`config.mk`:
```
export PLATFORM = sky130hd
export DESIGN_NAME = triple_timer_counter
export DESIGN_NICKNAME = d
export VERILOG_FILES = /design/src/design/timer_pkg.sv /design/src/design/pin_sync.sv /design/src/design/triple_timer_counter.sv
export SDC_FILE = /design/constraint.sdc
export NUM_CORES = 1
export LEC_CHECK = 0
export ABC_AREA = 0
export BUFFER_PORTS_ARGS = -buffer_cell sky130_fd_sc_hd__buf_2
export CAP_MARGIN = 20
export CORE_UTILIZATION = 40
export DETAILED_ROUTE_END_ITERATION = 10
export PLACE_DENSITY = 0.62
export SYNTH_ARGS = -nofsm -noshare
export SYNTH_HDL_FRONTEND = slang
export SYNTH_HIERARCHICAL = 1
export SYNTH_SLANG_ARGS = --single-unit
```
`constraint.sdc`:
```
create_clock -name ref_clk -period 3 [get_ports ref_clk]
set_input_delay 0.75 -clock ref_clk [delete_from_list [all_inputs] [get_ports ref_clk]]
set_output_delay 0.75 -clock ref_clk [all_outputs]
set_load 0.1 [all_outputs]
```
`src/design/timer_pkg.sv`:
```
/*
  Shared constants and types for the triple timer/counter block: register
  addresses, bit positions, reset values, mode codes and packed carriers.
  Assumes one 100 MHz core clock and a byte-wide special register port.
*/
package timer_pkg;

  // register addresses on the special register port
  localparam logic [7:0] ADDR_TIMER01_CONTROL    = 8'h88;
  localparam logic [7:0] ADDR_TIMER01_MODE       = 8'h89;
  localparam logic [7:0] ADDR_TIMER0_COUNT_LOW   = 8'h8A;
  localparam logic [7:0] ADDR_TIMER1_COUNT_LOW   = 8'h8B;
  localparam logic [7:0] ADDR_TIMER0_COUNT_HIGH  = 8'h8C;
  localparam logic [7:0] ADDR_TIMER1_COUNT_HIGH  = 8'h8D;
  localparam logic [7:0] ADDR_TIMER2_CONTROL     = 8'hC8;
  localparam logic [7:0] ADDR_TIMER2_RELOAD_LOW  = 8'hCA;
  localparam logic [7:0] ADDR_TIMER2_RELOAD_HIGH = 8'hCB;
  localparam logic [7:0] ADDR_TIMER2_COUNT_LOW   = 8'hCC;
  localparam logic [7:0] ADDR_TIMER2_COUNT_HIGH  = 8'hCD;

  // timer01_control bit positions
  localparam int TF1_BIT = 7;
  localparam int TR1_BIT = 6;
  localparam int TF0_BIT = 5;
  localparam int TR0_BIT = 4;

  // timer01_mode bit positions
  localparam int TIMER1_PIN_QUALIFY_BIT   = 7;
  localparam int SRC1_BIT    = 6;
  localparam int MODE1_MSB   = 5;
  localparam int MODE1_LSB   = 4;
  localparam int TIMER0_PIN_QUALIFY_BIT   = 3;
  localparam int SRC0_BIT    = 2;
  localparam int MODE0_MSB   = 1;
  localparam int MODE0_LSB   = 0;

  // timer2_control bit positions
  localparam int TF2_BIT   = 7;
  localparam int RXCLK_BIT = 5;
  localparam int TXCLK_BIT = 4;
  localparam int TR2_BIT   = 2;
  localparam int SRC2_BIT  = 1;

  // reset value, all-ones byte and prescaler top count
  localparam logic [7:0] RESET_BYTE = 8'h00;
  localparam logic [7:0] BYTE_ONES  = 8'hFF;
  localparam logic [4:0] PRESCALE_TOP = 5'h1F;

  // pin indices inside the synchroniser
  localparam int NUM_PINS  = 5;
  localparam int PIN_CNT0  = 0;
  localparam int PIN_CNT1  = 1;
  localparam int PIN_CNT2  = 2;
  localparam int PIN_TIMER0_PIN_QUALIFY = 3;
  localparam int PIN_TIMER1_PIN_QUALIFY = 4;

  typedef enum logic [1:0] {
    MODE_PRESCALE = 2'b00,
    MODE_CASCADE  = 2'b01,
    MODE_RELOAD   = 2'b10,
    MODE_SPLIT    = 2'b11
  } mode_t;

  typedef struct packed {
    logic       wr;
    logic       rd;
    logic [7:0] addr;
    logic [7:0] wdata;
  } sfr_req_t;

  typedef struct packed {
    logic [7:0] tl;
    logic [7:0] th;
    logic       ovf;
  } step_t;

  typedef struct packed {
    logic [NUM_PINS-1:0] s1;
    logic [NUM_PINS-1:0] s2;
    logic [NUM_PINS-1:0] s3;
    logic [NUM_PINS-1:0] lvl;
    logic [NUM_PINS-1:0] fall;
  } sync_state_t;

  typedef struct packed {
    logic [7:0] timer01_control;
    logic [7:0] timer01_mode;
    logic [7:0] tl0;
    logic [7:0] th0;
    logic [7:0] tl1;
    logic [7:0] th1;
    logic [7:0] timer2_control;
    logic [7:0] rcap_l;
    logic [7:0] rcap_h;
    logic [7:0] tl2;
    logic [7:0] th2;
    logic [7:0] rdata;
  } timer_state_t;

endpackage : timer_pkg

```
`src/design/pin_sync.sv`:
```
/*
  Pin synchroniser and falling-edge finder for the count and gate pins.
  Assumes pins are asynchronous to ref_clk; outputs are registered.
*/
`timescale 1ns/10ps
`default_nettype none
module pin_sync (
  input  wire logic                         ref_clk,
  input  wire logic                         rst,
  input  wire logic [timer_pkg::NUM_PINS-1:0] pins_in,
  output logic      [timer_pkg::NUM_PINS-1:0] level,
  output logic      [timer_pkg::NUM_PINS-1:0] fall
);
  timer_pkg::sync_state_t         q;
  timer_pkg::sync_state_t         d;
  logic [timer_pkg::NUM_PINS-1:0] lvl_next;

  // a level is accepted only when stages two and three agree
  genvar i;
  generate
    for (i = 0; i < timer_pkg::NUM_PINS; i++) begin : g_pin
      assign lvl_next[i] = (q.s2[i] == q.s3[i]) ? q.s3[i] : q.lvl[i];
    end
  endgenerate

  // one sample high then the next low gives a single count pulse
  always_comb begin
    d      = q;
    d.s1   = pins_in;
    d.s2   = q.s1;
    d.s3   = q.s2;
    d.lvl  = lvl_next;
    d.fall = q.lvl & ~lvl_next;
  end

  always_ff @(posedge ref_clk or posedge rst) begin
    if (rst) begin
      q <= '0;
    end else begin
      q <= d;
    end
  end

  assign level = q.lvl;
  assign fall  = q.fall;
endmodule : pin_sync
`default_nettype wire

```
`src/design/triple_timer_counter.sv`:
```
/*
  Three 16-bit timer/counters behind a byte-wide special register port.
  Assumes the core vectoring logic pulses vector_ack_* for one cycle and
  that count and gate pins are asynchronous and held two cycles per level.
*/
`timescale 1ns/10ps
`default_nettype none
module triple_timer_counter (
  input  wire logic                ref_clk,
  input  wire logic                rst,
  input  wire timer_pkg::sfr_req_t sfr,
  output logic [7:0]               sfr_rdata,
  input  wire logic                count_input_zero,
  input  wire logic                count_input_one,
  input  wire logic                count_input_two,
  input  wire logic                gate_pin_zero,
  input  wire logic                gate_pin_one,
  input  wire logic                vector_ack_zero,
  input  wire logic                vector_ack_one,
  output logic                     timer0_overflow_flag,
  output logic                     timer1_overflow_flag,
  output logic                     timer2_overflow_flag
);
  timer_pkg::timer_state_t        q;
  timer_pkg::timer_state_t        d;
  logic [timer_pkg::NUM_PINS-1:0] pin_level;
  logic [timer_pkg::NUM_PINS-1:0] pin_fall;
  logic [timer_pkg::NUM_PINS-1:0] pins_raw;
  timer_pkg::mode_t               mode0;
  timer_pkg::mode_t               mode1;
  logic                           run0;
  logic                           run1;
  logic                           run2;
  logic                           tick0;
  logic                           tick1;
  logic                           tick2;
  logic                           split0;
  logic                           split_ovf;
  logic                           set_tf0;
  logic                           set_tf1;
  logic                           set_tf2;
  timer_pkg::step_t               step0;
  timer_pkg::step_t               step1;
  logic [15:0]                    t2_count;

  // one count step of timer 0 or 1; mode 11 leaves the bytes alone
  function automatic timer_pkg::step_t count_step(
    input timer_pkg::mode_t mode,
    input logic             tick,
    input logic [7:0]       tl,
    input logic [7:0]       th
  );
    timer_pkg::step_t r;
    r.tl  = tl;
    r.th  = th;
    r.ovf = 1'b0;
    if (tick) begin
      case (mode)
        timer_pkg::MODE_PRESCALE: begin
          // upper three low-byte bits are left untouched by the prescaler
          r.tl[4:0] = tl[4:0] + 5'h01;
          if (tl[4:0] == timer_pkg::PRESCALE_TOP) begin
            r.th  = th + 8'h01;
            r.ovf = (th == timer_pkg::BYTE_ONES);
          end
        end
        timer_pkg::MODE_CASCADE: begin
          {r.th, r.tl} = {th, tl} + 16'h0001;
          r.ovf        = ({th, tl} == 16'hFFFF);
        end
        timer_pkg::MODE_RELOAD: begin
          if (tl == timer_pkg::BYTE_ONES) begin
            r.tl  = th;
            r.ovf = 1'b1;
          end else begin
            r.tl = tl + 8'h01;
          end
        end
        timer_pkg::MODE_SPLIT: begin
          r.tl = tl;
        end
        default: begin
          r.tl = tl;
        end
      endcase
    end
    return r;
  endfunction : count_step

  assign pins_raw = {gate_pin_one, gate_pin_zero, count_input_two, count_input_one, count_input_zero};

  // pins enter through three flops; the source must hold levels two full cycles
  pin_sync u_pin_sync (
    .ref_clk (ref_clk),
    .rst     (rst),
    .pins_in (pins_raw),
    .level   (pin_level),
    .fall    (pin_fall)
  );

  // run qualification: run bit, optionally gated by the gate pin
  always_comb begin
    mode0  = timer_pkg::mode_t'(q.timer01_mode[timer_pkg::MODE0_MSB:timer_pkg::MODE0_LSB]);
    mode1  = timer_pkg::mode_t'(q.timer01_mode[timer_pkg::MODE1_MSB:timer_pkg::MODE1_LSB]);
    split0 = (mode0 == timer_pkg::MODE_SPLIT);
    run0   = q.timer01_control[timer_pkg::TR0_BIT]
             & (~q.timer01_mode[timer_pkg::TIMER0_PIN_QUALIFY_BIT] | pin_level[timer_pkg::PIN_TIMER0_PIN_QUALIFY]);
    run1   = q.timer01_control[timer_pkg::TR1_BIT]
             & (~q.timer01_mode[timer_pkg::TIMER1_PIN_QUALIFY_BIT] | pin_level[timer_pkg::PIN_TIMER1_PIN_QUALIFY]);
    run2   = q.timer2_control[timer_pkg::TR2_BIT];
  end

  // tick source: every clock, or one pulse per recognised falling edge
  always_comb begin
    tick0 = run0 & (q.timer01_mode[timer_pkg::SRC0_BIT] ? pin_fall[timer_pkg::PIN_CNT0] : 1'b1);
    tick1 = run1 & (q.timer01_mode[timer_pkg::SRC1_BIT] ? pin_fall[timer_pkg::PIN_CNT1] : 1'b1);
    tick2 = run2 & (q.timer2_control[timer_pkg::SRC2_BIT] ? pin_fall[timer_pkg::PIN_CNT2] : 1'b1);
  end

  // count steps for timers 0 and 1
  always_comb begin
    step0 = count_step(mode0, tick0, q.tl0, q.th0);
    step1 = count_step(mode1, tick1, q.tl1, q.th1);
    if (split0 && tick0) begin
      step0.tl  = q.tl0 + 8'h01;
      step0.ovf = (q.tl0 == timer_pkg::BYTE_ONES);
    end
  end

  // in split mode timer 0 high byte counts clocks under timer 1 run bit,
  // with no gate and no pin source, as a plain cycle timer
  always_comb begin
    split_ovf = 1'b0;
    if (split0 && q.timer01_control[timer_pkg::TR1_BIT]) begin
      split_ovf = (q.th0 == timer_pkg::BYTE_ONES);
    end
    set_tf0 = step0.ovf;
    // timer 1 gives up its flag to the borrowed high byte in split mode
    set_tf1 = split0 ? split_ovf : step1.ovf;
  end

  // timer 2: free 16-bit count with reload from the reload pair
  always_comb begin
    t2_count = {q.th2, q.tl2};
    set_tf2  = 1'b0;
    if (tick2) begin
      if (t2_count == 16'hFFFF) begin
        t2_count = {q.rcap_h, q.rcap_l};
        // serial clock use suppresses the overflow flag
        set_tf2  = ~(q.timer2_control[timer_pkg::RXCLK_BIT] | q.timer2_control[timer_pkg::TXCLK_BIT]);
      end else begin
        t2_count = t2_count + 16'h0001;
      end
    end
  end

  // next state: counting first, then software writes, then flag sets
  always_comb begin
    d     = q;
    d.tl0 = step0.tl;
    d.th0 = step0.th;
    d.tl1 = step1.tl;
    d.th1 = step1.th;
    d.tl2 = t2_count[7:0];
    d.th2 = t2_count[15:8];
    if (split0 && q.timer01_control[timer_pkg::TR1_BIT]) begin
      d.th0 = q.th0 + 8'h01;
    end
    // a write in the same cycle as a count step takes the written value
    if (sfr.wr) begin
      case (sfr.addr)
        timer_pkg::ADDR_TIMER01_CONTROL:    d.timer01_control   = sfr.wdata;
        timer_pkg::ADDR_TIMER01_MODE:       d.timer01_mode   = sfr.wdata;
        timer_pkg::ADDR_TIMER0_COUNT_LOW:   d.tl0    = sfr.wdata;
        timer_pkg::ADDR_TIMER1_COUNT_LOW:   d.tl1    = sfr.wdata;
        timer_pkg::ADDR_TIMER0_COUNT_HIGH:  d.th0    = sfr.wdata;
        timer_pkg::ADDR_TIMER1_COUNT_HIGH:  d.th1    = sfr.wdata;
        timer_pkg::ADDR_TIMER2_CONTROL:     d.timer2_control  = sfr.wdata;
        timer_pkg::ADDR_TIMER2_RELOAD_LOW:  d.rcap_l = sfr.wdata;
        timer_pkg::ADDR_TIMER2_RELOAD_HIGH: d.rcap_h = sfr.wdata;
        timer_pkg::ADDR_TIMER2_COUNT_LOW:   d.tl2    = sfr.wdata;
        timer_pkg::ADDR_TIMER2_COUNT_HIGH:  d.th2    = sfr.wdata;
        default: d.timer01_control = d.timer01_control; // unmapped writes are dropped
      endcase
    end
    // hardware set wins over vectoring clear and over a software write
    d.timer01_control[timer_pkg::TF0_BIT] = (d.timer01_control[timer_pkg::TF0_BIT] & ~vector_ack_zero) | set_tf0;
    d.timer01_control[timer_pkg::TF1_BIT] = (d.timer01_control[timer_pkg::TF1_BIT] & ~vector_ack_one) | set_tf1;
    d.timer2_control[timer_pkg::TF2_BIT] = d.timer2_control[timer_pkg::TF2_BIT] | set_tf2;
    // read data registered on the strobe; unmapped addresses answer zero
    if (sfr.rd) begin
      case (sfr.addr)
        timer_pkg::ADDR_TIMER01_CONTROL:    d.rdata = q.timer01_control;
        timer_pkg::ADDR_TIMER01_MODE:       d.rdata = q.timer01_mode;
        timer_pkg::ADDR_TIMER0_COUNT_LOW:   d.rdata = q.tl0;
        timer_pkg::ADDR_TIMER1_COUNT_LOW:   d.rdata = q.tl1;
        timer_pkg::ADDR_TIMER0_COUNT_HIGH:  d.rdata = q.th0;
        timer_pkg::ADDR_TIMER1_COUNT_HIGH:  d.rdata = q.th1;
        timer_pkg::ADDR_TIMER2_CONTROL:     d.rdata = q.timer2_control;
        timer_pkg::ADDR_TIMER2_RELOAD_LOW:  d.rdata = q.rcap_l;
        timer_pkg::ADDR_TIMER2_RELOAD_HIGH: d.rdata = q.rcap_h;
        timer_pkg::ADDR_TIMER2_COUNT_LOW:   d.rdata = q.tl2;
        timer_pkg::ADDR_TIMER2_COUNT_HIGH:  d.rdata = q.th2;
        default:                            d.rdata = timer_pkg::RESET_BYTE;
      endcase
    end
  end

  // single state register; every field clears on reset
  always_ff @(posedge ref_clk or posedge rst) begin
    if (rst) begin
      q        <= '0;
      q.timer01_mode   <= timer_pkg::RESET_BYTE;
      q.timer01_control   <= timer_pkg::RESET_BYTE;
      q.timer2_control  <= timer_pkg::RESET_BYTE;
    end else begin
      q <= d;
    end
  end

  assign sfr_rdata            = q.rdata;
  assign timer0_overflow_flag = q.timer01_control[timer_pkg::TF0_BIT];
  assign timer1_overflow_flag = q.timer01_control[timer_pkg::TF1_BIT];
  assign timer2_overflow_flag = q.timer2_control[timer_pkg::TF2_BIT];
endmodule : triple_timer_counter
`default_nettype wire

```
==> results of run 1 <==
-- through the flow --
step	total power [mW]	area, sq um
floorplan	2.957	7821
global placement	3.380	8142
detailed placement	3.381	8142
CTS	5.442	8733
global route	5.702	8733
finish	5.455	8733
-- report_power, final --
part           leakage [nW]  switching (mW)  total (mW)  internal, mW
clock                 0.278           0.799        2.05          1.25
sequential             1.46           0.423        2.23          1.81
combinational          1.82           0.679        1.18         0.499
-- cells in the final DEF, fill, tap and decap left out, types with 9 or more instances in the layout --
cell and instances:
dfrtp_1 119, nand2_1 91, o21ai_0 59, nor2_1 44, nand3_1 43, a21oi_1 37
mux2_2 37, buf_2 37, inv_1 27, nand4_1 24, buf_4 19, and3_1 18
ha_1 17, clkbuf_16 17, a31oi_1 16, mux2i_1 16, nor3_1 16, a22o_1 12
o211ai_1 11, o22ai_1 11, nor2b_1 10, nor4_1 10, a211oi_1 9, a32oi_1 9
-- worst max-delay path, cell delays in order, from the launching register on --
cell and delay [ns]:
dfrtp_1 0.50, ha_1 0.32, and3_1 0.19, ha_1 0.33
inv_1 0.14, nor3_1 0.19, a31oi_1 0.09, or4_1 0.44
a31oi_1 0.17
-- metal layers --
layer  wire [um]  GRT usage [%]  vias up
met1       11390          38.01     3584
li1            -              -     3288
met4         953          11.43        2
met3        2362          6.041       77
met5          11              0        -
met2       11650          40.39      412
-- worst min-delay path by stage --
stage,from,endpoint,cells past startpoint
finish,u_pin_sync/d[15]$_DFF_PP0_,u_pin_sync/d[10]$_DFF_PP0_,0
global route,u_pin_sync/d[19]$_DFF_PP0_,u_pin_sync/d[14]$_DFF_PP0_,0
CTS,u_pin_sync/d[15]$_DFF_PP0_,u_pin_sync/d[10]$_DFF_PP0_,0
detailed placement,u_pin_sync/d[15]$_DFF_PP0_,u_pin_sync/d[10]$_DFF_PP0_,0
global placement,u_pin_sync/d[16]$_DFF_PP0_,u_pin_sync/d[11]$_DFF_PP0_,0
floorplan,u_pin_sync/d[15]$_DFF_PP0_,u_pin_sync/d[10]$_DFF_PP0_,0
-- registers in the layout (all words and copies together) (netlist names) --
name / flops
u_pin_sync/fall: 3
mode1: 2
sfr_rdata: 8
q: 81
u_pin_sync/q: 5
timer1_overflow_flag: 1
timer0_overflow_flag: 1
timer2_overflow_flag: 1
u_pin_sync/level: 5
u_pin_sync/d: 10
mode0: 2
-- final cells by class --
class | instances | area [sq um] | area share (%)
Clock buffer | 18 | 439.2 | 5.029
Clock inverter | 14 | 152.6 | 1.748
Inverter | 28 | 108.9 | 1.246
Multi-Input combinational cell | 652 | 4362 | 49.94
Sequential cell | 119 | 2978 | 34.10
Tap cell | 260 | 325.3 | 3.725
Timing Repair Buffer | 58 | 367.9 | 4.212
==> run metrics, run 1 <==
Worst-Skew Late Latency approximately 0.43 ns; maximum buffer depth of the clock tree 2; Final Hold Fails 0; Setup crit end kind flip-flop; clock skew after layout 0.009358 ns; share of cells above drive strength 1 17.10%; relative slew slack roughly 36%; Cell Pwr Density 624.6 nW/um^2; worst path required time ~3.3 ns; Netlist Area Pre-Place around 7800 sq um; filler instances 1798; maxcap violations 0; gpl congestion 0.9821; Critical Path End q[53]$_DFF_PP0_; RSZ-0062 raised after global routing false; die width around 140 um; Post-CTS Hold Fix Bufs 0; Max VDD drop 0.3855 mV; hold crit path type flip-flop to flip-flop; critical path class flip-flop to flip-flop; die height ~140 um; first-pass GRT wire length between 40000 and 50000 um; worst slew pin tran ~0.96 ns; io pins 38; H-tree lvl count 4; vias in the first global route around 6900; Layout area overhead 11.72%; Setup crit start kind flip-flop; ANT cells 0; Synthesized Nets 920; post-route DRC violation count 0; status complete, no violations; synthesized area per cell slightly below 9 sq um; CP Max Fanout 8; fmax 409.8 MHz; grt total ovfl 0; Pre-antenna DRT Iters 5; FF-to-FF Start q[56]$_DFF_PP0_; CTS buffer count 17; max-slew violations 0; GRT Resource Usage Total 27.18%; final setup fails 0; initial DRC count 867; Reg2Reg Depth 8; Rows 50; Initial Utilization between 40 and 50%; Vias 7363; YS warnings 6; Clock Pin Slew Worst Setup and Hold Paths approximately 0.050 ns; core box area between 15000 and 20000 sq um; Placed Cells 1117; Static Leakage between 3 and 4 nW; CTS sink cnt 119; final hold slack 0.3506 ns; post-DP HPWL 18810 um; reg-to-reg setup timing slack 0.56 ns; crit path DAT 2.78 ns; start point of the critical path q[56]$_DFF_PP0_; Port Buffers 37; Final Instance Count excl. Fillers 1149; DR WL/cell approximately 23 um; via/cell ratio around 6.4; WL final 26370 um; cts repair resizes 0; Die Area 20110 sq um; Tcrit/Tclk final between 80% and 90%; Nets 920; Root Driver clkbuf_16; initial antenna violation count 1; final setup TNS 0 ns; Cells after Synth between 800 and 900; min Tclk post-route approximately 2.4 ns; reg2reg end q[53]$_DFF_PP0_; Setup Buffers After CTS 0; Final Core Density a little under half; CTS tree built; Routed Antenna Nets 0; final worst slack approximately 0.56 ns; pin count of the biggest net entering global routing 38; dpl ws 0.4561 ns
(Power assumes the default switching activity.)
==> inputs of run 2 (changes only) <==
--- a/config.mk
+++ b/config.mk
@@ -10,7 +10,7 @@
 export CAP_MARGIN = 20
 export CORE_UTILIZATION = 40
 export DETAILED_ROUTE_END_ITERATION = 10
-export PLACE_DENSITY = 0.62
+export PLACE_DENSITY = 0.6
 export SYNTH_ARGS = -nofsm -noshare
 export SYNTH_HDL_FRONTEND = slang
 export SYNTH_HIERARCHICAL = 1
==> constraint.sdc (replaced) <==
create_clock -name ref_clk -period 2.4 [get_ports ref_clk]
set_input_delay 0.6 -clock ref_clk [delete_from_list [all_inputs] [get_ports ref_clk]]
set_output_delay 0.6 -clock ref_clk [all_outputs]
set_load 0.1 [all_outputs]
==> run 2 against run 1 <==
Net effect:
- global-route usage rose by 0.45 points
- register-to-register slack got worse by 0.37 ns
- clock power grew 23%
- combinational power increased by 44%
- largest cell class unchanged
- sequential power is 21% higher
- highest routed layer is now met4
- maximum frequency increased by 10%
- count of clock-buffer cells in the layout fell by 1
==> run metrics, run 2 (synthesis results as in run 1) <==
status complete, no violations; Die Area 20110 sq um (unchanged); Critical-path top delay cell dfrtp_1; metal1 wirelength 11670 um (+2.4%); crit path cell chain ha_1, and4_1, and4_1, nor3_1, o311a_1, o22ai_1; maximum buffer depth of the clock tree 2 (unchanged); die width 141.8 um (unchanged); final setup TNS 0 ns (unchanged); met3 WL 2300 um (-2.6%); Post-CTS Hold Fix Bufs 0 (unchanged); RSZ-0062 raised after global routing false; Pre-antenna DRT Iters 6 (+1); Static Leakage 3.715 nW (+4.3%); Clock Pin Slew Worst Setup and Hold Paths 0.06 ns (about the same); Final Hold Fails 0 (unchanged); CP Max Fanout 8 (unchanged); CTS sink cnt 119 (unchanged); Top reg by flops q; filler instances 1803 (+0.28%); max-slew violations 0 (unchanged); largest stage delay on the critical path 0.51 ns (about the same); Setup crit end kind flip-flop; Initial Utilization 41.24% (unchanged); CTS buffer count 17 (unchanged); Root Driver clkbuf_16; Top cell by count, worst path and4_1; final setup fails 0 (unchanged); grt total ovfl 0 (unchanged); initial DRC count 949 (+9.5%); Tcrit/Tclk final 92.04% (+11 points); WL final 26820 um (+1.7%); post-DP HPWL 19420 um (+3.2%); Setup crit start kind flip-flop; Cell Pwr Density 772.5 nW/um^2 (+24%); hold crit path type input port to asynchronous set/reset pin; metal2 WL 11950 um (+2.5%); maxcap violations 0 (unchanged); DR top layer met4; commonest non-fill, non-tap cell in the layout dfrtp_1; GRT Resource Usage Total 27.63% (+0.45 points); gpl congestion 0.9752 (-0.70%); core box area 18960 sq um (unchanged); Largest register FFs 81 (unchanged); io pins 38 (unchanged); die height 141.8 um (unchanged); via/cell ratio 6.250 (-2.5%); clock skew after layout 0.008206 ns (-0.001152 ns); most frequent cells in the layout dfrtp_1 (119), nand2_1 (91), o21ai_0 (59); worst slew pin tran 0.8270 ns (-0.1369 ns); Vias 7394 (+0.42%); first-pass GRT wire length 41650 um (+1.4%); worst path required time 2.74 ns (-0.60 ns); Max VDD drop 0.5053 mV (+31%); Setup Buffers After CTS 0 (unchanged); DR WL/cell 22.67 um (-1.2%); fmax 452.7 MHz (+10%); Worst-Skew Late Latency 0.43 ns (about the same); Nets 953 (+3.6%); Port Buffers 37 (unchanged); min Tclk post-route 2.209 ns (-0.2313 ns); final hold slack 0.1886 ns (-0.1620 ns); Routed Antenna Nets 0 (unchanged); relative slew slack 44.80% (+9.1 points); share of cells above drive strength 1 20.07% (+3.0 points); post-route DRC violation count 0 (unchanged); crit path DAT 2.55 ns (-0.23 ns); vias in the first global route 6976 (+0.43%); pin count of the biggest net entering global routing 46 (+21%); cts repair resizes 0 (unchanged); H-tree lvl count 4 (unchanged); initial antenna violation count 1 (unchanged); Layout area overhead 14.64%; CTS tree built; critical path class flip-flop to flip-flop; Rows 50 (unchanged)
==> run 2: cell count changes in the layout (fill, tap and decap cells not counted), sizes merged <==
cell	delta
buf	+33
bufinv	-1
clkbuf	-1
clkinv	-4
diode	+1
inv	+6
==> run 2: final timing paths <==
path / cells after the start / slack [ns] / startpoint / end
min in group ref_clk: 1 / 0.28 / gate_pin_one / u_pin_sync/d[19]$_DFF_PP0_
worst max-delay path: 6 / 0.19 / q[56]$_DFF_PP0_ / q[61]$_DFF_PP0_
worst min register to register: 0 / 0.35 / u_pin_sync/d[19]$_DFF_PP0_ / u_pin_sync/d[14]$_DFF_PP0_
max in group asynchronous: 2 / 1.52 / rst / u_pin_sync/d[10]$_DFF_PP0_
worst min-delay path: 2 / 0.19 / rst / mode1[0]$_DFFE_PP0P_
worst max register to register: 6 / 0.19 / q[56]$_DFF_PP0_ / q[61]$_DFF_PP0_
==> run 2: final cells by class <==
cell class | instances | area [sq um] | share of cell area [%]
multi-input cells | 652 | 4362 | 48.67
flip-flops and latches | 119 | 2978 | 33.23
repair buffers | 91 | 615.6 | 6.869
clock buffers | 17 | 425.4 | 4.747
well taps | 260 | 325.3 | 3.630
clock inverters | 15 | 145.1 | 1.619
inverters | 28 | 108.9 | 1.215
diodes | 1 | 2.502 | 0.02792
==> run 2: where the power goes <==
group / total, mW / internal, mW / switching, mW / leakage (nW)
sequential: 2.70 / 2.26 / 0.444 / 1.46
combinational: 1.70 / 0.728 / 0.975 / 1.98
clock: 2.52 / 1.45 / 1.07 / 0.271
total: 6.92 / 4.44 / 2.49 / 3.71
==> run 2: worst max-delay path: cells and delay by family, from the launching register on <==
family / cells / cell delay (ns)
AND/OR/NAND/NOR: 3 / 0.86
flip-flops: 1 / 0.51
AO/OA/AOI/OAI: 2 / 0.49
adder cells (fa/ha/maj): 1 / 0.26
==> run 2: routing by layer <==
layer | vias to the layer above | global-route usage [%]
li1 | 3351 | -
met1 | 3574 | 37.67
met2 | 408 | 42.44
met3 | 61 | 5.434
met4 | 0 | 12.28
met5 | - | 0
==> run 2: stage by stage <==
stage	power [mW]	instances	instance area (sq um)	setup slack, ns	utilization (%)
2_1_floorplan	3.696	876	7821	0.3164	-
3_3_place_gp	4.370	1150	8389	0.1310	44.26
3_5_place_dp	4.382	1150	8389	0.1538	44.26
4_1_cts	6.906	1182	8960	0.2565	47.27
5_1_grt	7.215	1182	8960	0.06652	47.27
6_report	6.924	1183	8962	0.1911	47.28
